[src/bpm_params.svh]
// Purpose: named constants for the shared bit 3 pin mux
// Assumes: included by bare name after the package
// Notes: offsets are byte addresses on a 32-bit AXI4-Lite bus
`ifndef BPM_PARAMS_SVH
`define BPM_PARAMS_SVH
`define BPM_AW          8
`define BPM_DW          32
`define BPM_BYTE_W      8
`define BPM_FIFO_DEPTH  16
`define BPM_LVL_W       5
`define BPM_ADDR_CTRL   8'h00
`define BPM_ADDR_STATUS 8'h04
`define BPM_ADDR_DATA   8'h08
`define BPM_CTRL_RST    8'h00
`define BPM_CTRL_TBUS   0
`define BPM_CTRL_MODE_L 1
`define BPM_CTRL_MODE_H 2
`define BPM_CTRL_DROP   3
`define BPM_MODE_HDLC   2'h1
`define BPM_MODE_MAPPER 2'h2
`define BPM_ST_ROLE_H   2
`define BPM_ST_OVF      3
`define BPM_ST_LVL_L    4
`define BPM_ST_LVL_H    8
`define BPM_DATA_VLD    8
`define BPM_HALF_W      4
`define BPM_HDLC_HALF   4'h4
`define BPM_SSI_HALF    4'h4
`define BPM_BIT_LAST    3'h7
`define BPM_RESP_OKAY   2'h0
`define BPM_RESP_SLVERR 2'h2
`define BPM_SYNC_W      10
`endif

[src/bpm_pkg.sv]
// Purpose: types for the shared bit 3 pin mux
// Assumes: nothing beyond SystemVerilog
// Notes: role codes are visible on the ROLE port and status register
package bpm_pkg;
  typedef enum logic [2:0] {
    BPM_ROLE_IDLE,
    BPM_ROLE_TELECOM,
    BPM_ROLE_HDLC,
    BPM_ROLE_SSI_ADD,
    BPM_ROLE_SSI_DROP
  } bpm_role_t;
  typedef enum logic [1:0] {
    BPM_SEL_NONE,
    BPM_SEL_CTRL,
    BPM_SEL_STATUS,
    BPM_SEL_DATA
  } bpm_sel_t;
endpackage : bpm_pkg
[src/bpm_pin_mux.sv]
// Purpose: channel 1 transmit bit 3 shared pin, role mux and capture/drive logic
// Assumes: SYS_CLK far faster than any link clock; RST synchronous, active high
// Notes: captured bytes and drop bytes pass one 16-word FIFO
//
// Implementation choices: the AXI4-Lite slave port and the placing of the registers.
`include "bpm_params.svh"

module bpm_fifo #(
  parameter int WIDTH = 8,
  parameter int DEPTH = 16,
  parameter int LVL_W = 5
) (
  // clock and reset
  input  wire logic             clk,
  input  wire logic             rst,
  input  wire logic             flush,
  // fill side
  input  wire logic             in_valid,
  input  wire logic [WIDTH-1:0] in_data,
  output logic                  in_ready,
  // drain side
  output logic                  out_valid,
  input  wire logic             out_ready,
  output logic [WIDTH-1:0]      out_data,
  // fill level
  output logic [LVL_W-1:0]      level
);
  localparam int PW = $clog2(DEPTH);
  logic [WIDTH-1:0] mem [DEPTH];
  logic [PW:0]      wr_q;
  logic [PW:0]      rd_q;
  logic             push;
  logic             pop;

  assign level     = LVL_W'(wr_q - rd_q);
  assign in_ready  = (wr_q - rd_q) != (PW+1)'(DEPTH);
  assign out_valid = wr_q != rd_q;
  assign out_data  = mem[rd_q[PW-1:0]];
  assign push      = in_valid & in_ready;
  assign pop       = out_valid & out_ready;

  always_ff @(posedge clk)
  begin
    if (push)
    begin
      mem[wr_q[PW-1:0]] <= in_data;
    end
  end

  // flush drops everything left over from the previous role
  always_ff @(posedge clk)
  begin
    if (rst || flush)
    begin
      wr_q <= '0;
      rd_q <= '0;
    end
    else
    begin
      if (push)
      begin
        wr_q <= wr_q + 1'b1;
      end
      if (pop)
      begin
        rd_q <= rd_q + 1'b1;
      end
    end
  end
endmodule : bpm_fifo

module bpm_pin_mux (
  // system
  input  wire logic                  SYS_CLK,
  input  wire logic                  RST,
  // axi4-lite write
  input  wire logic [`BPM_AW-1:0]    AXI_AWADDR,
  input  wire logic                  AXI_AWVALID,
  output logic                       AXI_AWREADY,
  input  wire logic [`BPM_DW-1:0]    AXI_WDATA,
  input  wire logic [3:0]            AXI_WSTRB,
  input  wire logic                  AXI_WVALID,
  output logic                       AXI_WREADY,
  output logic [1:0]                 AXI_BRESP,
  output logic                       AXI_BVALID,
  input  wire logic                  AXI_BREADY,
  // axi4-lite read
  input  wire logic [`BPM_AW-1:0]    AXI_ARADDR,
  input  wire logic                  AXI_ARVALID,
  output logic                       AXI_ARREADY,
  output logic [`BPM_DW-1:0]         AXI_RDATA,
  output logic [1:0]                 AXI_RRESP,
  output logic                       AXI_RVALID,
  input  wire logic                  AXI_RREADY,
  // shared bit 3 pin
  input  wire logic                  SHARED_BIT3_I,
  output logic                       SHARED_BIT3_O,
  output logic                       SHARED_BIT3_OE,
  // remaining add bus bits
  input  wire logic [3:0]            TELECOM_ADD_DATA_HI,
  input  wire logic [2:0]            TELECOM_ADD_DATA_LO,
  input  wire logic                  TELECOM_ADD_CLOCK,
  // hdlc byte clock
  output logic                       HDLC_TX_BYTE_CLOCK,
  // slow port clock pin
  input  wire logic                  SLOW_PORT_CLOCK_I,
  output logic                       SLOW_PORT_CLOCK_O,
  output logic                       SLOW_PORT_CLOCK_OE,
  // current role
  output bpm_pkg::bpm_role_t         ROLE
);
  import bpm_pkg::*;

  function automatic bpm_sel_t bpm_decode(input logic [`BPM_AW-1:0] a);
    case (a)
      `BPM_ADDR_CTRL:   bpm_decode = BPM_SEL_CTRL;
      `BPM_ADDR_STATUS: bpm_decode = BPM_SEL_STATUS;
      `BPM_ADDR_DATA:   bpm_decode = BPM_SEL_DATA;
      default:          bpm_decode = BPM_SEL_NONE;
    endcase
  endfunction : bpm_decode

  logic [`BPM_SYNC_W-1:0] s1_q;
  logic [`BPM_SYNC_W-1:0] s2_q;
  logic                   tclk_old_q;
  logic                   sclk_old_q;
  logic [`BPM_BYTE_W-1:0] bus_s;
  logic                   tclk_fall;
  logic                   sclk_rise;
  logic [7:0]             ctrl_q;
  bpm_role_t              role_q;
  bpm_role_t              role_d;
  logic                   ovf_q;
  logic [`BPM_AW-1:0]     awaddr_q;
  logic [`BPM_DW-1:0]     wdata_q;
  logic [3:0]             wstrb_q;
  bpm_sel_t               wr_sel;
  bpm_sel_t               rd_sel;
  logic                   wr_go;
  logic                   ar_hs;
  logic                   rd_pop;
  logic [`BPM_HALF_W-1:0] div_q;
  logic                   div_end;
  logic [2:0]             bit_q;
  logic [`BPM_BYTE_W-1:0] sh_q;
  logic                   cap_valid_q;
  logic [`BPM_BYTE_W-1:0] cap_byte_q;
  logic                   is_drop;
  logic                   ser_load;
  logic                   f_in_valid;
  logic [`BPM_BYTE_W-1:0] f_in_data;
  logic                   f_in_ready;
  logic                   f_out_valid;
  logic                   f_out_ready;
  logic [`BPM_BYTE_W-1:0] f_out_data;
  logic [`BPM_LVL_W-1:0]  f_level;

  // two flops on every pin input; only s2_q is looked at
  always_ff @(posedge SYS_CLK)
  begin
    if (RST)
    begin
      s1_q <= '0;
      s2_q <= '0;
      tclk_old_q <= 1'b0;
      sclk_old_q <= 1'b0;
    end
    else
    begin
      s1_q <= {SLOW_PORT_CLOCK_I, TELECOM_ADD_CLOCK, TELECOM_ADD_DATA_HI,
               SHARED_BIT3_I, TELECOM_ADD_DATA_LO};
      s2_q <= s1_q;
      tclk_old_q <= s2_q[8];
      sclk_old_q <= s2_q[9];
    end
  end

  assign bus_s     = s2_q[7:0];
  assign tclk_fall = tclk_old_q & ~s2_q[8];
  assign sclk_rise = ~sclk_old_q & s2_q[9];

  // role selection
  always_comb
  begin
    if (ctrl_q[`BPM_CTRL_TBUS])
    begin
      role_d = BPM_ROLE_TELECOM;
    end
    else
    begin
      case (ctrl_q[`BPM_CTRL_MODE_H:`BPM_CTRL_MODE_L])
        `BPM_MODE_HDLC:   role_d = BPM_ROLE_HDLC;
        `BPM_MODE_MAPPER: role_d = ctrl_q[`BPM_CTRL_DROP] ? BPM_ROLE_SSI_DROP
                                                          : BPM_ROLE_SSI_ADD;
        default:          role_d = BPM_ROLE_IDLE;
      endcase
    end
  end

  always_ff @(posedge SYS_CLK)
  begin
    if (RST)
    begin
      role_q <= BPM_ROLE_IDLE;
    end
    else
    begin
      role_q <= role_d;
    end
  end

  assign is_drop = role_q == BPM_ROLE_SSI_DROP;
  assign ROLE    = role_q;

  // axi write channel
  assign wr_sel = bpm_decode(awaddr_q);
  // a drop byte waits here while the fifo is full, stalling the master
  assign wr_go  = ~AXI_AWREADY & ~AXI_WREADY & ~AXI_BVALID &
                  ~(wr_sel == BPM_SEL_DATA & is_drop & ~f_in_ready);

  always_ff @(posedge SYS_CLK)
  begin
    if (RST)
    begin
      AXI_AWREADY <= 1'b1;
      AXI_WREADY  <= 1'b1;
      AXI_BVALID  <= 1'b0;
      AXI_BRESP   <= `BPM_RESP_OKAY;
      awaddr_q    <= '0;
      wdata_q     <= '0;
      wstrb_q     <= '0;
    end
    else
    begin
      if (AXI_AWVALID && AXI_AWREADY)
      begin
        AXI_AWREADY <= 1'b0;
        awaddr_q    <= AXI_AWADDR;
      end
      if (AXI_WVALID && AXI_WREADY)
      begin
        AXI_WREADY <= 1'b0;
        wdata_q    <= AXI_WDATA;
        wstrb_q    <= AXI_WSTRB;
      end
      if (wr_go)
      begin
        AXI_BVALID  <= 1'b1;
        AXI_BRESP   <= (wr_sel == BPM_SEL_NONE) ? `BPM_RESP_SLVERR : `BPM_RESP_OKAY;
        AXI_AWREADY <= 1'b1;
        AXI_WREADY  <= 1'b1;
      end
      if (AXI_BVALID && AXI_BREADY)
      begin
        AXI_BVALID <= 1'b0;
      end
    end
  end

  always_ff @(posedge SYS_CLK)
  begin
    if (RST)
    begin
      ctrl_q <= `BPM_CTRL_RST;
    end
    else if (wr_go && wr_sel == BPM_SEL_CTRL && wstrb_q[0])
    begin
      ctrl_q <= wdata_q[7:0];
    end
  end

  // overflow: a new loss wins over a clearing write
  always_ff @(posedge SYS_CLK)
  begin
    if (RST)
    begin
      ovf_q <= 1'b0;
    end
    else if (cap_valid_q && !f_in_ready && !is_drop)
    begin
      ovf_q <= 1'b1;
    end
    else if (wr_go && wr_sel == BPM_SEL_STATUS && wdata_q[`BPM_ST_OVF])
    begin
      ovf_q <= 1'b0;
    end
  end

  // axi read channel
  assign rd_sel = bpm_decode(AXI_ARADDR);
  assign ar_hs  = AXI_ARVALID & AXI_ARREADY;
  assign rd_pop = ar_hs & (rd_sel == BPM_SEL_DATA) & ~is_drop & f_out_valid;

  always_ff @(posedge SYS_CLK)
  begin
    if (RST)
    begin
      AXI_ARREADY <= 1'b1;
      AXI_RVALID  <= 1'b0;
      AXI_RDATA   <= '0;
      AXI_RRESP   <= `BPM_RESP_OKAY;
    end
    else if (ar_hs)
    begin
      AXI_ARREADY <= 1'b0;
      AXI_RVALID  <= 1'b1;
      AXI_RRESP   <= (rd_sel == BPM_SEL_NONE) ? `BPM_RESP_SLVERR : `BPM_RESP_OKAY;
      AXI_RDATA   <= '0;
      case (rd_sel)
        BPM_SEL_CTRL:
        begin
          AXI_RDATA[7:0] <= ctrl_q;
        end
        BPM_SEL_STATUS:
        begin
          AXI_RDATA[`BPM_ST_ROLE_H:0]               <= role_q;
          AXI_RDATA[`BPM_ST_OVF]                    <= ovf_q;
          AXI_RDATA[`BPM_ST_LVL_H:`BPM_ST_LVL_L]    <= f_level;
        end
        BPM_SEL_DATA:
        begin
          AXI_RDATA[`BPM_DATA_VLD]       <= rd_pop;
          AXI_RDATA[`BPM_BYTE_W-1:0]     <= rd_pop ? f_out_data : '0;
        end
        default:
        begin
          AXI_RDATA <= '0;
        end
      endcase
    end
    else if (AXI_RVALID && AXI_RREADY)
    begin
      AXI_RVALID  <= 1'b0;
      AXI_ARREADY <= 1'b1;
    end
  end

  // shared divider for the two clocks the device makes
  assign div_end = div_q == (is_drop ? `BPM_SSI_HALF : `BPM_HDLC_HALF);

  always_ff @(posedge SYS_CLK)
  begin
    if (RST || role_q != role_d)
    begin
      div_q              <= '0;
      HDLC_TX_BYTE_CLOCK <= 1'b0;
      SLOW_PORT_CLOCK_O  <= 1'b0;
    end
    else if (role_q == BPM_ROLE_HDLC || is_drop)
    begin
      div_q <= div_end ? '0 : div_q + 1'b1;
      if (div_end)
      begin
        HDLC_TX_BYTE_CLOCK <= (role_q == BPM_ROLE_HDLC) & ~HDLC_TX_BYTE_CLOCK;
        SLOW_PORT_CLOCK_O  <= is_drop & ~SLOW_PORT_CLOCK_O;
      end
    end
  end

  // capture in the input roles, serial drive in the drop role
  always_ff @(posedge SYS_CLK)
  begin
    if (RST || role_q != role_d)
    begin
      cap_valid_q <= 1'b0;
      cap_byte_q  <= '0;
      bit_q       <= '0;
      sh_q        <= '0;
      SHARED_BIT3_O <= 1'b0;
    end
    else
    begin
      cap_valid_q <= 1'b0;
      case (role_q)
        BPM_ROLE_TELECOM:
        begin
          if (tclk_fall)
          begin
            cap_valid_q <= 1'b1;
            cap_byte_q  <= bus_s;
          end
        end
        BPM_ROLE_HDLC:
        begin
          // rising edge of the byte clock is the toggle from low
          if (div_end && !HDLC_TX_BYTE_CLOCK)
          begin
            cap_valid_q <= 1'b1;
            cap_byte_q  <= bus_s;
          end
        end
        BPM_ROLE_SSI_ADD:
        begin
          if (sclk_rise)
          begin
            sh_q  <= {sh_q[6:0], bus_s[3]};
            bit_q <= bit_q + 1'b1;
            if (bit_q == `BPM_BIT_LAST)
            begin
              cap_valid_q <= 1'b1;
              cap_byte_q  <= {sh_q[6:0], bus_s[3]};
            end
          end
        end
        BPM_ROLE_SSI_DROP:
        begin
          // falling edge of the port clock is the toggle from high
          if (div_end && SLOW_PORT_CLOCK_O)
          begin
            if (bit_q != '0)
            begin
              SHARED_BIT3_O <= sh_q[7];
              sh_q          <= {sh_q[6:0], 1'b0};
              bit_q         <= bit_q - 1'b1;
            end
            else if (f_out_valid)
            begin
              SHARED_BIT3_O <= f_out_data[7];
              sh_q          <= {f_out_data[6:0], 1'b0};
              bit_q         <= `BPM_BIT_LAST;
            end
            else
            begin
              // underrun sends zeros rather than stale bits
              SHARED_BIT3_O <= 1'b0;
            end
          end
        end
        default:
        begin
          cap_valid_q <= 1'b0;
        end
      endcase
    end
  end

  assign ser_load = is_drop & div_end & SLOW_PORT_CLOCK_O & (bit_q == '0);

  // output enables: drive only while dropping
  always_ff @(posedge SYS_CLK)
  begin
    if (RST)
    begin
      SHARED_BIT3_OE     <= 1'b0;
      SLOW_PORT_CLOCK_OE <= 1'b0;
    end
    else
    begin
      SHARED_BIT3_OE     <= role_d == BPM_ROLE_SSI_DROP;
      SLOW_PORT_CLOCK_OE <= role_d == BPM_ROLE_SSI_DROP;
    end
  end

  // fifo direction follows the role
  assign f_in_valid  = is_drop ? (wr_go & wr_sel == BPM_SEL_DATA) : cap_valid_q;
  assign f_in_data   = is_drop ? wdata_q[`BPM_BYTE_W-1:0] : cap_byte_q;
  assign f_out_ready = is_drop ? ser_load : rd_pop;

  bpm_fifo #(
    .WIDTH (`BPM_BYTE_W),
    .DEPTH (`BPM_FIFO_DEPTH),
    .LVL_W (`BPM_LVL_W)
  ) u_fifo (
    .clk       (SYS_CLK),
    .rst       (RST),
    .flush     (role_q != role_d),
    .in_valid  (f_in_valid),
    .in_data   (f_in_data),
    .in_ready  (f_in_ready),
    .out_valid (f_out_valid),
    .out_ready (f_out_ready),
    .out_data  (f_out_data),
    .level     (f_level)
  );
endmodule : bpm_pin_mux

[config.mk]
export PLATFORM = sky130hd
export DESIGN_NAME = bpm_pin_mux
export DESIGN_NICKNAME = d
export VERILOG_FILES = /design/src/bpm_pkg.sv /design/src/bpm_pin_mux.sv
export VERILOG_INCLUDE_DIRS = /design/src
export SDC_FILE = /design/constraint.sdc
export NUM_CORES = 1
export LEC_CHECK = 0
export ABC_AREA = 1
export BUFFER_PORTS_ARGS = -buffer_cell sky130_fd_sc_hd__buf_4
export CAP_MARGIN = 25
export CELL_PAD_IN_SITES_DETAIL_PLACEMENT = 0
export CELL_PAD_IN_SITES_GLOBAL_PLACEMENT = 2
export CORE_MARGIN = 2
export CORE_UTILIZATION = 39
export DETAILED_ROUTE_END_ITERATION = 10
export PLACE_DENSITY = 0.91
export SYNTH_ARGS = -nofsm -noshare
export SYNTH_HDL_FRONTEND = slang
export SYNTH_SLANG_ARGS = --single-unit
export TNS_END_PERCENT = 50
[constraint.sdc]
create_clock -name SYS_CLK -period 5.1 [get_ports SYS_CLK]
set_input_delay 0.51 -clock SYS_CLK [delete_from_list [all_inputs] [get_ports SYS_CLK]]
set_output_delay 0.51 -clock SYS_CLK [all_outputs]
set_load 0.01 [all_outputs]
==> Yosys cells after proc, flatten, opt, wreduce, memory -nomap -nowiden <==
Memory sizes are Yosys's and may differ from the RTL's. A register that Yosys moved wholly into a read port is not among the register bits.
Index checks and enable logic that the tools add are counted.
{ "word_totals": {"ramBits": 128, "output_inout_bits": 49, "reg_bits": 107, "mem_count": 1} }
{ "op_classes": {"eq_ne": 28, "muxes": 46, "addsub": 6, "bitwise": 29, "n_reduce_logical": 33} }
{ "memory_table": {"columns": ["name", "words", "width", "read_ports", "rd_ports_with_merged_regs", "wr", "line", "rtl"], "rows": [
  ["u_fifo.mem", 16, 8, 1, 1, 1, "bpm_pin_mux.sv:29", "logic [WIDTH-1:0] mem [DEPTH];"]
]} }
{ "op_table": {"columns": ["cell", "n"], "rows": [
  ["2-to-1 mux 8 bit", 10],
  ["case mux 8 bit (3 select lines)", 2],
  ["AND 1 bit", 19],
  ["2-to-1 mux 3 bit", 6],
  ["equality test 8 x 3 -> 1 bit, second input constant", 2],
  ["equality test 8 x 4 -> 1 bit, second input constant", 2],
  ["zero test 8 bit", 2],
  ["2-to-1 mux 1 bit", 16],
  ["case mux 8 bit (2 select lines)", 1],
  ["logical AND 1 bit", 12],
  ["2-to-1 mux 4 bit", 3],
  ["case mux 2 bit (3 select lines)", 2],
  ["case mux 3 bit (2 select lines)", 2],
  ["adder 5 x 1 -> 5 bit, second input constant", 2],
  ["equality test 2 bit, second input constant", 5],
  ["inverter 1 bit", 10],
  ["equality test 3 bit, second input constant", 3],
  ["equality test 2 x 1 -> 1 bit, second input constant", 3],
  ["equality test 3 x 2 -> 1 bit, second input constant", 2],
  ["inequality test 2 bit, second input constant", 3],
  ["nonzero test 2 bit", 3],
  ["nonzero test 3 bit", 2],
  ["inequality test 5 bit", 1],
  ["inequality test 5 bit, second input constant", 1],
  ["other kinds (20)", 28]
]} }

==> Depth between registers and ports, before layout <==
Gate-level depths: netlist (run 1).
{ "depth": {"word_depth": 12, "depth_mapped": 18, "mapped_depth_nobuf": 18} }

==> Hierarchy <==
From an unflattened synthesis (run 1), not the netlist that was laid out.
{ "hier_totals": {"cells_unflattened": 1123, "area_unflattened_um2": 10336.2} }
{ "modules_own_cells": {"columns": ["mod", "n_inst", "seq_area_each_um2", "cells_each", "area_each_um2"], "rows": [
  ["bpm_fifo", 1, 4124.0, 477, 5851.9],
  ["bpm_pin_mux", 1, 1901.8, 646, 4484.3]
]} }

==> Worst setup path after synthesis (run 1) <==
Ideal clock, no wire load.
{ "synth_timing": {"path_type": "register to register", "start": "register u_fifo.wr_q[0]", "end": "memory u_fifo.mem[12][0] (enable)", "setup_ns": 0.370, "synth_period_minus_slack_ns": 2.759, "t_required_ns": 4.730, "arrival_time_ns": 2.389, "stages_incl_launch_ff": 17, "slack_ns": 2.341, "cell_sequence": "dfxtp_1 inv_1 ha_1 fa_1 inv_1 nand2_1 nand2_1 nand3_1 nand2_1 nor2_2 nand2_4 nand3_2 nand2_4 nand2_4 clkinv_2 nand2_2 nor2_1"} }
{ "synth_between": {"elab_chain_cells": 11} }
{ "synth_rtl": {"columns": ["item", "line", "rtl"], "rows": [
  ["start, declared", "bpm_pin_mux.sv:30", "logic [PW:0] wr_q;"],
  ["start signal, assigned", "bpm_pin_mux.sv:62", "wr_q <= wr_q + 1'b1;"],
  ["subtractor 5 bit", "bpm_pin_mux.sv:36", "assign in_ready = (wr_q - rd_q) != (PW+1)'(DEPTH);"],
  ["inequality test 5 bit", "bpm_pin_mux.sv:36", null],
  ["inverter 1 bit", "bpm_pin_mux.sv:219", "~(wr_sel == BPM_SEL_DATA & is_drop & ~f_in_ready);"],
  ["AND 1 bit", "bpm_pin_mux.sv:219", null],
  ["inverter 1 bit", "bpm_pin_mux.sv:219", null],
  ["AND 1 bit", "bpm_pin_mux.sv:218", "assign wr_go = ~AXI_AWREADY & ~AXI_WREADY & ~AXI_BVALID &"],
  ["AND 1 bit", "bpm_pin_mux.sv:455", "assign f_in_valid = is_drop ? (wr_go & wr_sel == BPM_SEL_DATA) : cap_valid_q;"],
  ["2-to-1 mux 1 bit", "bpm_pin_mux.sv:455", null],
  ["AND 1 bit", "bpm_pin_mux.sv:39", "assign push = in_valid & in_ready;"],
  ["2-to-1 mux 1 bit", "bpm_pin_mux.sv:44", "if (push)"],
  ["2-to-1 mux 1 bit (implied by the code)", "bpm_pin_mux.sv:46", "mem[wr_q[PW-1:0]] <= in_data;"],
  ["end, declared", "bpm_pin_mux.sv:29", null]
]} }
Parallel ways exist; a longest one is shown, timed or not.

==> Worst setup path after layout (run 1) <==
{ "layout_timing": {"start": "register u_fifo.wr_q[0]", "end": "memory u_fifo.mem[8][5] (enable)"} }
Same word-level chain as after synthesis.

==> results of run 1 <==
-- final timing paths --
kind                                          to  slack, ns
worst max-delay path            u_fifo.mem[8][5]       1.83
worst min-delay path                     s1_q[2]       0.19
worst max register to register  u_fifo.mem[8][5]       1.83
worst min register to register           s2_q[5]       0.40
-- area by class of cell --
| class | count | share of cell area [%] |
|---|---|---|
| Sequential cell | 237 | 50.3 |
| Multi-Input combinational cell | 680 | 29.1 |
| Inverter | 169 | 5.36 |
| Clock buffer | 29 | 5.34 |
| Timing Repair Buffer | 76 | 4.79 |
| Tap cell | 335 | 3.49 |
| Clock inverter | 17 | 1.70 |
-- state kept, by name, indices dropped and copies added, names as in the netlist, 4 cells and up, named ones only --
signal       count
wdata_q          8
div_q            4
u_fifo.mem     128
s1_q            10
u_fifo.wr_q      5
AXI_RDATA        9
sh_q             8
u_fifo.rd_q      5
s2_q            10
ctrl_q           8
awaddr_q         8
cap_byte_q       8
-- stage by stage --
stage | worst slack [ns] | util, %
2_1_floorplan | 2.34 | -
3_3_place_gp | 1.82 | 42.5
3_5_place_dp | 1.77 | 42.6
4_1_cts | 1.77 | 45.8
5_1_grt | 1.53 | 45.8
6_report | 1.83 | 45.8
-- metal layers --
layer,global-route usage [%],vias up,share of wire [%]
met1,23.4,3362,48
met4,4.08,0,1.9
met2,26.4,172,45
met3,2.28,31,5.4
li1,-,3790,-
met5,0,-,0
-- cells by family (layout without fill, tap and decap cells) --
| family | count (synthesis) | in the layout | share of synthesized area, % |
|---|---|---|---|
| fa+ha+maj | 18 | 18 | 2.22 |
| compound gates | 209 | 209 | 11.9 |
| xor+xnor | 9 | 9 | 0.753 |
| simple gates | 419 | 419 | 17.5 |
| buf+inv | 238 | 291 | 10.0 |
| other cells | 1 | 25 | 0.0358 |
| flops | 237 | 237 | 57.6 |
-- tightest hold or removal path, delay by kind of cell --
family / cells / cell delay, ns
and+or+nand+nor: 1 / 0.06
buffers and inverters: 2 / 0.11
-- cell usage in the layout (no fill, tap or decap), drive strengths merged --
cell and instances:
nand2 214, inv 168, edfxtp 128, dfxtp 109, nor2 108, nand3 79, a21oi 79, buf 76
o21ai 73, o211ai 40, clkbuf 29, conb 25, ha 17, clkinv 13, o211a 8, xor2 7
nor3 7, nand4 5, bufinv 5, a31oi 3, xnor2 2, nand3b 2, nor4 2, o21a 2
or2 2, a211oi 2, o21bai 1, a22o 1, fa 1
-- power breakdown --
group	switching [mW]	internal (mW)
combinational	0.0717	0.0447
clock	0.730	1.15
sequential	0.0113	2.02
total	0.813	3.21
==> metrics.txt, run 1 <==
CP delay by family, top=simple AND/OR/NAND/NOR gates; number of synthesized register bits=237; max_cap viols=0; io pins=between 100 and 150; later-pin clock latency in the skew report=approximately 0.53 ns; Setup Crit Path Kind=register to register; largest net degree at the start of global routing=86; Worst path max stage delay=0.63 ns; Fill cells=2492; die width=between 150 and 200 µm; routed via count=roughly 7400; hold depth=3; Syn-to-layout area delta=14.6%; sequential-to-total area share from yosys stat=57.6%; Post-synth top cells=nand2_1, inv_1, edfxtp_1, dfxtp_1, nor2_1; # DRC=0; starting density of the core=between 30% and 40%; post_cts resized=0; Max-Slew Margin vs Limit=37.2%; clock slew at reported path FFs=roughly 0.06 ns; most common cell in the netlist=nand2_1; H-tree Lvls=1; clock buffer depth=3; share of flip-flops with an asynchronous set or reset=0%; DR vias/cell=4.77; chip height=168 µm; global placement routability congestion=roughly 0.8; DRT iter0 DRCs=between 500 and 600; worst slew pin tran=0.943 ns; Final Cell Area=12000 µm²; 1st-pass router iterations=5; total global routing overflow=0; clock sinks=237; RSZ-0062 raised after global routing=false; Post-Syn Instances=1131; gr usage total=16.4%; Netlist cell types=49; final setup fails=0; Setup crit start kind=register; clock root buffer master=clkbuf_16; worst hold path class=primary input to register; Fmax achieved=0.306 GHz; EDFF count, synth=128; Design Power=4.02 mW; worst hold margin=0.191 ns; Peak VDD IR=0.000170 V; layout cells sized above 1=13.0%; status=finished, final reports clean; Clock Skew=0.0134 ns; Multi-input gate area=3490 µm²; Core Area=roughly 26000 µm²; share of the synthesized area in the top cell type=36.7%; Tmin final=approximately 3.3 ns; critical path arrival=between 3 and 4 ns; worst reg-to-reg path cell count=16; DP Cell Count=1497; worst r2r src=u_fifo.wr_q[0]; Std-Cell Rows=between 50 and 60; NumNets Final=1276; final hold viol count=0; fin crit share=64.1%; worst-path fanout max=8; Crit. Startpoint=u_fifo.wr_q[0]; worst path buffer plus inverter count=3; Buffers on Ports=65; ANT nets after route=0; Area after DPL=around 11000 µm²; DIE AREA=28200 µm²; total CTS buffers=25; Hold Crit Start=TELECOM_ADD_DATA_LO[2]; Leak=4.85 nW; crit end category=register; HPWL after DPL=15.7 mm; Most used DFF post-synth=edfxtp_1; syn avg cell area=9.26 µm²; register area=6030 µm²; fin cells=about 1500; P per Cell Area=approximately 340 nW/µm²; Syn. warnings=0; Worst EP required=5.25 ns; Slew Limit Fails=0; # hold bufs at CTS=0; Synth area leader=edfxtp_1; postcts setup bufs=0; Synth Cell Area=10500 µm²; Final TNS setup=0 ns; Slowest cell on crit path=nor2_1; first-pass GRT wire length=36.8 mm; CP cell instances=inv_1, ha_1, fa_1, inv_1, nand2_1, nand2_1, nand3_1, nand2_1, nor2_2, nand2_4, nand3_2, nand2_4, nand2_4, clkinv_2, nand2_2, nor2_1; main area contributors after synthesis=edfxtp_1, dfxtp_1, nand2_1; routed wire length per instance=15.0 µm; Critical Path Stages=16; WL final=23.1 mm; initial antenna violation count=0; number of global-route vias before repair=about 7000; n_diodes=0; CTS tree=done
Note: power is estimated with default switching activity, not from simulation.
==> run 2: changes to the inputs <==
--- a/config.mk
+++ b/config.mk
@@ -12,9 +12,9 @@
 export CELL_PAD_IN_SITES_DETAIL_PLACEMENT = 0
 export CELL_PAD_IN_SITES_GLOBAL_PLACEMENT = 2
 export CORE_MARGIN = 2
-export CORE_UTILIZATION = 39
+export CORE_UTILIZATION = 33
 export DETAILED_ROUTE_END_ITERATION = 10
-export PLACE_DENSITY = 0.91
+export PLACE_DENSITY = 0.83
 export SYNTH_ARGS = -nofsm -noshare
 export SYNTH_HDL_FRONTEND = slang
 export SYNTH_SLANG_ARGS = --single-unit
==> constraint.sdc (replaced) <==
create_clock -name SYS_CLK -period 2.8 [get_ports SYS_CLK]
set_input_delay 0.28 -clock SYS_CLK [delete_from_list [all_inputs] [get_ports SYS_CLK]]
set_output_delay 0.28 -clock SYS_CLK [all_outputs]
set_load 0.01 [all_outputs]
==> run 2 against run 1 <==
Total power is 89% higher. Critical path depth is 3 higher. Sequential share of layout area down 2.6 points. Final cell count increased by 7.5%. Die area is 18% higher. Non-clock buffer count is 44 higher. First-iteration DRC count up 8.4%. Worst setup slack worse by 1.6 ns. Largest cell class unchanged. Largest power group unchanged.
==> metrics.txt, run 2 (synthesized netlist as in run 1, its figures left out) <==
Worst Hold Endpoint=awaddr_q[4]; Worst EP required=3.09 ns (-2.16 ns); worst r2r src=u_fifo.wr_q[0]; n_diodes=0 (unchanged); Slew Limit Fails=0 (unchanged); later-pin clock latency in the skew report=0.54 ns (about the same); max_cap viols=0 (unchanged); RSZ-0062 raised after global routing=false; # DRC=0 (unchanged); Core Area=31400 µm² (+20%); clock sinks=237 (unchanged); Syn-to-layout area delta=20.9%; crit end category=register; HPWL after DPL=17.4 mm (+11%); DR vias/cell=4.57 (-4.2%); Seq pwr share=48.5% (-1.9 points); fin crit share=92.4% (+28 points); die width=182 µm (+8.5%); register area=6030 µm² (about the same); R2R setup slack=0.21 ns (-1.62 ns); routed wire length per instance=15.0 µm (+0.44%); Hold Crit Start=AXI_AWADDR[4]; NumNets Final=1322 (+3.6%); reg2reg end=u_fifo.mem[11][2]; Int Pwr=6.04 mW (+88%); most frequent cells in the layout=nand2_1, inv_1, edfxtp_1; largest net degree at the start of global routing=44 (-49%); setup slack at placement=-0.146 ns (-1.92 ns); Peak VDD IR=0.000483 V (+180%); DRT iter0 DRCs=605 (+8.4%); most used cell, CP=nand2_1; worst hold path class=primary input to register; critical path arrival=2.88 ns (-0.54 ns); layout cells sized above 1=17.4% (+4.4 points); H-tree Lvls=1 (unchanged); clock root buffer master=clkbuf_16; Gate power share=3.0% (about the same); total CTS buffers=27 (+8.0%); gr usage total=15.0% (-1.4 points); worst-path fanout max=8 (unchanged); Leak=5.13 nW (+5.9%); max reg flops=128 (unchanged); Switch Pwr=1.58 mW (+94%); number of global-route vias before repair=7352 (+6.7%); DIE AREA=33200 µm² (+18%); commonest non-fill, non-tap cell in the layout=nand2_1; CTS tree=done; io pins=118 (unchanged); Std-Cell Rows=65 (+10%); Setup Crit Path Kind=register to register; chip height=182 µm (+8.5%); Tmin final=2.59 ns (-0.679 ns); 1st-pass router iterations=5 (unchanged); Sw Share=20.7% (+0.49 points); starting density of the core=33.4% (-6.6 points); Fill cells=3165 (+27%); clock buffer depth=3 (unchanged); CP cell instances=inv_1, ha_2, fa_2, inv_1, nand2_1, nand2_1, buf_4, nand2_1, nand2_1, nand2_1, nor2_2, nand2_4, buf_4, buf_4, inv_4, nor2_1, nand2_2, nor2_1, buf_4; Max-Slew Margin vs Limit=54.6% (+17 points); Multi-input gate area=3550 µm² (+1.7%); first-pass GRT wire length=39.7 mm (+7.8%); Worst path max stage delay=0.35 ns (-0.28 ns); routed via count=7571 (+2.9%); WL final=24.9 mm (+7.9%); hold depth=3 (unchanged); Setup crit start kind=register; final hold viol count=0 (unchanged); worst reg-to-reg path cell count=19 (+3); Slowest cell on crit path=fa_2; final setup fails=0 (unchanged); status=finished, final reports clean; worst slew pin tran=0.679 ns (-0.264 ns); total global routing overflow=0 (unchanged); initial antenna violation count=0 (unchanged); clock slew at reported path FFs=0.06 ns (about the same); global placement routability congestion=0.783 (-2.1%); P per Cell Area=602 nW/µm² (+80%); ANT nets after route=0 (unchanged); Clock Power Share=48.5% (+1.8 points); Final Util=40.3% (-5.5 points); final worst setup slack=0.212 ns (-1.62 ns); Buffers on Ports=65 (unchanged); Fmax achieved=0.386 GHz (+26%); Clock Skew=0.0158 ns (+0.00242 ns)
run 2: changes by cell type in the layout (fill, tap and decap cells not counted), moves of 3 or more:
cell / delta
nor2_1: -12
dlygate4sd3_1: +15
clkinv_1: -8
nor2_2: +10
clkbuf_8: +8
buf_4: +27
o21ai_2: +3
run 2: per-layer routing:
layer  routed length, µm  vias to the layer above  GRT usage, %
li1                    -                     3890             -
met1               11600                     3530          20.6
met2               11700                      125          25.0
met3                1160                       26          2.29
met4                 390                        0          3.65
met5                   0                        -             0
run 2: how the worst max path moves through the flow:
stage / end / depth (start not counted) / slack [ns] / startpoint
2_1_floorplan: u_fifo.mem[12][0] / 16 / 0.04 / u_fifo.wr_q[0]
3_3_place_gp: u_fifo.mem[2][1] / 16 / -0.04 / u_fifo.wr_q[0]
3_5_place_dp: u_fifo.mem[2][1] / 16 / -0.15 / u_fifo.wr_q[0]
4_1_cts: u_fifo.mem[6][7] / 16 / -0.12 / u_fifo.wr_q[0]
5_1_grt: u_fifo.mem[2][4] / 16 / 0.03 / u_fifo.rd_q[2]
6_report: u_fifo.mem[11][2] / 19 / 0.21 / u_fifo.wr_q[0]
run 2: worst max-delay path, delay by kind of cell (launching register included):
family,cells,cell delay [ns]
DFF,1,0.32
adders and majority gates,2,0.53
buffers and inverters,7,0.75
and+or+nand+nor,10,0.73
run 2: per-stage QoR:
stage / cell area, µm² / std cells / setup TNS (ns) / power [mW] / hold slack [ns]
5_1_grt: 12700 / 1658 / 0 / 7.88 / 0.0385
3_3_place_gp: 11500 / 1592 / -0.823 / 3.98 / 0.390
3_5_place_dp: 11500 / 1592 / -6.86 / 3.98 / 0.393
2_1_floorplan: 10600 / 1155 / 0 / 3.91 / 0.387
6_report: 12700 / 1658 / 0 / 7.62 / 0.0345
4_1_cts: 12600 / 1657 / -2.20 / 7.70 / 0.0186
run 2: final cells by class:
class | instances | share of cell area (%)
repair buffers | 120 | 7.64
multi-input cells | 680 | 28.0
inverters | 169 | 5.10
flip-flops and latches | 237 | 47.7
clock buffers | 37 | 6.27
well taps | 402 | 3.97
clock inverters | 13 | 1.31
run 2: what timing repair did:
action,in CTS,in global routing
hold endpoints to repair,15,0
pin swaps,0,3
buffers inserted,0,1
hold buffers,15,0
resized for setup,9,11
endpoints found under the setup margin,88,131
run 2: power by group through the flow:
stage | combinational [mW] | sequential [mW] | clock, mW
global placement | 0.216 | 3.77 | 0
detailed placement | 0.218 | 3.77 | 0
floorplan | 0.146 | 3.77 | 0
CTS | 0.234 | 3.69 | 3.78
global route | 0.265 | 3.70 | 3.92
finish | 0.232 | 3.69 | 3.69
==> run 3: changes to the inputs <==
--- a/config.mk
+++ b/config.mk
@@ -8,13 +8,14 @@
 export LEC_CHECK = 0
 export ABC_AREA = 1
 export BUFFER_PORTS_ARGS = -buffer_cell sky130_fd_sc_hd__buf_4
-export CAP_MARGIN = 25
 export CELL_PAD_IN_SITES_DETAIL_PLACEMENT = 0
 export CELL_PAD_IN_SITES_GLOBAL_PLACEMENT = 2
 export CORE_MARGIN = 2
-export CORE_UTILIZATION = 33
+export CORE_UTILIZATION = 34
+export CTS_BUF_LIST = sky130_fd_sc_hd__clkbuf_8
 export DETAILED_ROUTE_END_ITERATION = 10
-export PLACE_DENSITY = 0.83
+export GPL_TIMING_DRIVEN = 0
+export PLACE_DENSITY = 0.85
 export SYNTH_ARGS = -nofsm -noshare
 export SYNTH_HDL_FRONTEND = slang
 export SYNTH_SLANG_ARGS = --single-unit
==> run 3 against run 2 <==
Worst setup slack lost 0.071 ns. First-iteration DRC count shrank 0.17%. Die area shrank 2.9%. Via count grew 5.4%. Sequential power is essentially flat. Cell area grew 2.2%. Clock power shrank 22%. Sequential share of layout area shrank 1.1 points. Routed wire length grew 11%. Worst hold slack gained 0.020 ns. Critical path type unchanged. Critical endpoint is now u_fifo.mem[10][6].
==> metrics.txt, run 3 (synthesized netlist as in run 1, its figures left out) <==
final setup fails=0 (unchanged); layout cells sized above 1=18.6% (+1.1 points); max_cap viols=0 (unchanged); clock slew at reported path FFs=0.06 ns (about the same); worst-path fanout max=8 (unchanged); Max-Slew Margin vs Limit=33.4% (-21 points); Peak VDD IR=0.000220 V (-54%); first-pass GRT wire length=43.3 mm (+9.3%); Buffers on Ports=65 (unchanged); fin crit share=95.0% (+2.5 points); Int Pwr=5.29 mW (-12%); Hold Crit Start=AXI_WDATA[1]; DRT iter0 DRCs=604 (-0.17%); Design Power=6.86 mW (-10%); NumNets Final=1385 (+4.8%); Setup Crit Path Kind=register to register; starting density of the core=34.4% (+1.1 points); clock sinks=237 (unchanged); 1st-pass router iterations=5 (unchanged); Gate power share=4.0% (+1.0 points); Fill cells=3055 (-3.5%); total global routing overflow=0 (unchanged); Tmin final=2.66 ns (+0.0705 ns); max reg flops=128 (unchanged); die width=179 µm (-1.4%); CTS tree=done; P per Cell Area=530 nW/µm² (-12%); worst hold path class=primary input to register; Core Area=30400 µm² (-3.1%); worst r2r src=u_fifo.wr_q[0]; total CTS buffers=41 (+52%); Leak=5.31 nW (+3.6%); commonest non-fill, non-tap cell in the layout=nand2_1; H-tree Lvls=2 (+1); Slew Limit Fails=0 (unchanged); final hold viol count=0 (unchanged); routed via count=7978 (+5.4%); Fmax achieved=0.376 GHz (-2.7%); WL final=27.6 mm (+11%); Syn-to-layout area delta=23.6%; Std-Cell Rows=64 (-1.5%); clock buffer depth=3 (unchanged); uppermost layer routed=met4; # DRC=0 (unchanged); Switch Pwr=1.57 mW (-0.49%); ANT nets after route=0 (unchanged); routed wl met3=1.75 mm (+51%); DR vias/cell=4.62 (+1.3%); io pins=118 (unchanged); Worst EP required=3.04 ns (-0.05 ns); routed wire length per instance=16.0 µm (+6.3%); WL met2=12.6 mm (+7.3%); Setup crit start kind=register; global placement routability congestion=0.854 (+9.1%); Seq pwr share=53.9% (+5.4 points); chip height=179 µm (-1.4%); Clock Skew=0.0365 ns (+0.0207 ns); worst slew pin tran=0.999 ns (+0.320 ns); later-pin clock latency in the skew report=0.56 ns (+0.02 ns); initial antenna violation count=0 (unchanged); Sw Share=22.9% (+2.2 points); HPWL after DPL=19.9 mm (+14%); DIE AREA=32200 µm² (-2.9%); Clock Power Share=42.1% (-6.4 points); crit end category=register; Final Util=42.5% (+2.2 points); n_diodes=0 (unchanged); gr usage total=17.1% (+2.1 points); critical path arrival=2.90 ns (+0.02 ns); largest net degree at the start of global routing=17 (-61%); clock root buffer master=clkbuf_8; most frequent cells in the layout=nand2_1, inv_1, edfxtp_1; number of global-route vias before repair=7810 (+6.2%); Met1 Routed Length=12.7 mm (+8.9%); status=finished, final reports clean; Crit. Startpoint=u_fifo.wr_q[0]
## run 3: routing by layer
metal	vias up	global-route usage [%]
met5	-	0
met1	3708	23.9
li1	4027	-
met4	0	4.75
met3	39	2.76
met2	204	27.7
## run 3: critical path: stages (launching register included)
cell	delay (ns)
dfxtp_4	0.37
inv_1	0.08
ha_2	0.19
fa_2	0.40
inv_1	0.06
nand2_1	0.05
nand2_2	0.07
nand3_1	0.10
nand2_1	0.10
nor2_2	0.05
nand2_4	0.08
nand3_4	0.10
nand2_8	0.15
nand2_8	0.08
clkinv_8	0.09
nand2_8	0.08
nor2_4	0.14
buf_12	0.15
## run 3: stage by stage
stage	cells	hold WS (ns)	area (µm²)	worst slack (ns)	setup TNS (ns)
detailed placement	1619	0.394	11600	-0.624	-66.42
global placement	1616	0.394	11500	-1.09	-179.92
finish	1725	0.0543	12900	0.141	0
CTS	1724	0.00279	12900	0.0221	0
global route	1725	0.0545	12900	-0.00867	-0.0360
floorplan	1155	0.387	10600	0.0406	0
## run 3: area by class of cell
class | instances | area, µm² | area share, %
Sequential cell | 237 | 6030 | 46.6
Multi-Input combinational cell | 680 | 3700 | 28.6
Timing Repair Buffer | 100 | 895 | 6.92
Inverter | 169 | 654 | 5.06
Clock buffer | 45 | 619 | 4.79
Tap cell | 396 | 495 | 3.83
Buffer | 69 | 405 | 3.13
Clock inverter | 29 | 135 | 1.04
## run 3: path summary, 6_finish.rpt
| check | to | slack, ns | cells past startpoint |
|---|---|---|---|
| max | u_fifo.mem[10][6] | 0.14 | 17 |
| min | wdata_q[1] | 0.05 | 3 |
| min reg2reg | s2_q[6] | 0.40 | 2 |
| max reg2reg | u_fifo.mem[10][6] | 0.14 | 17 |
## run 3: repair_timing
item,CTS,global route
endpoints found under the setup margin,128,120
pin swaps,8,7
hold endpoints to repair,23,0
setup buffers,8,1
hold buffers,23,0
resized for setup,39,10
## run 3: power groups by stage
stage                     Combinational, mW  Clock (mW)  Sequential [mW]
after global routing                  0.310        3.14             3.70
after detailed placement              0.252           0             3.77
final                                 0.276        2.89             3.70
after CTS                             0.277        2.97             3.70
after floorplan                       0.146           0             3.77
after global placement                0.249           0             3.77
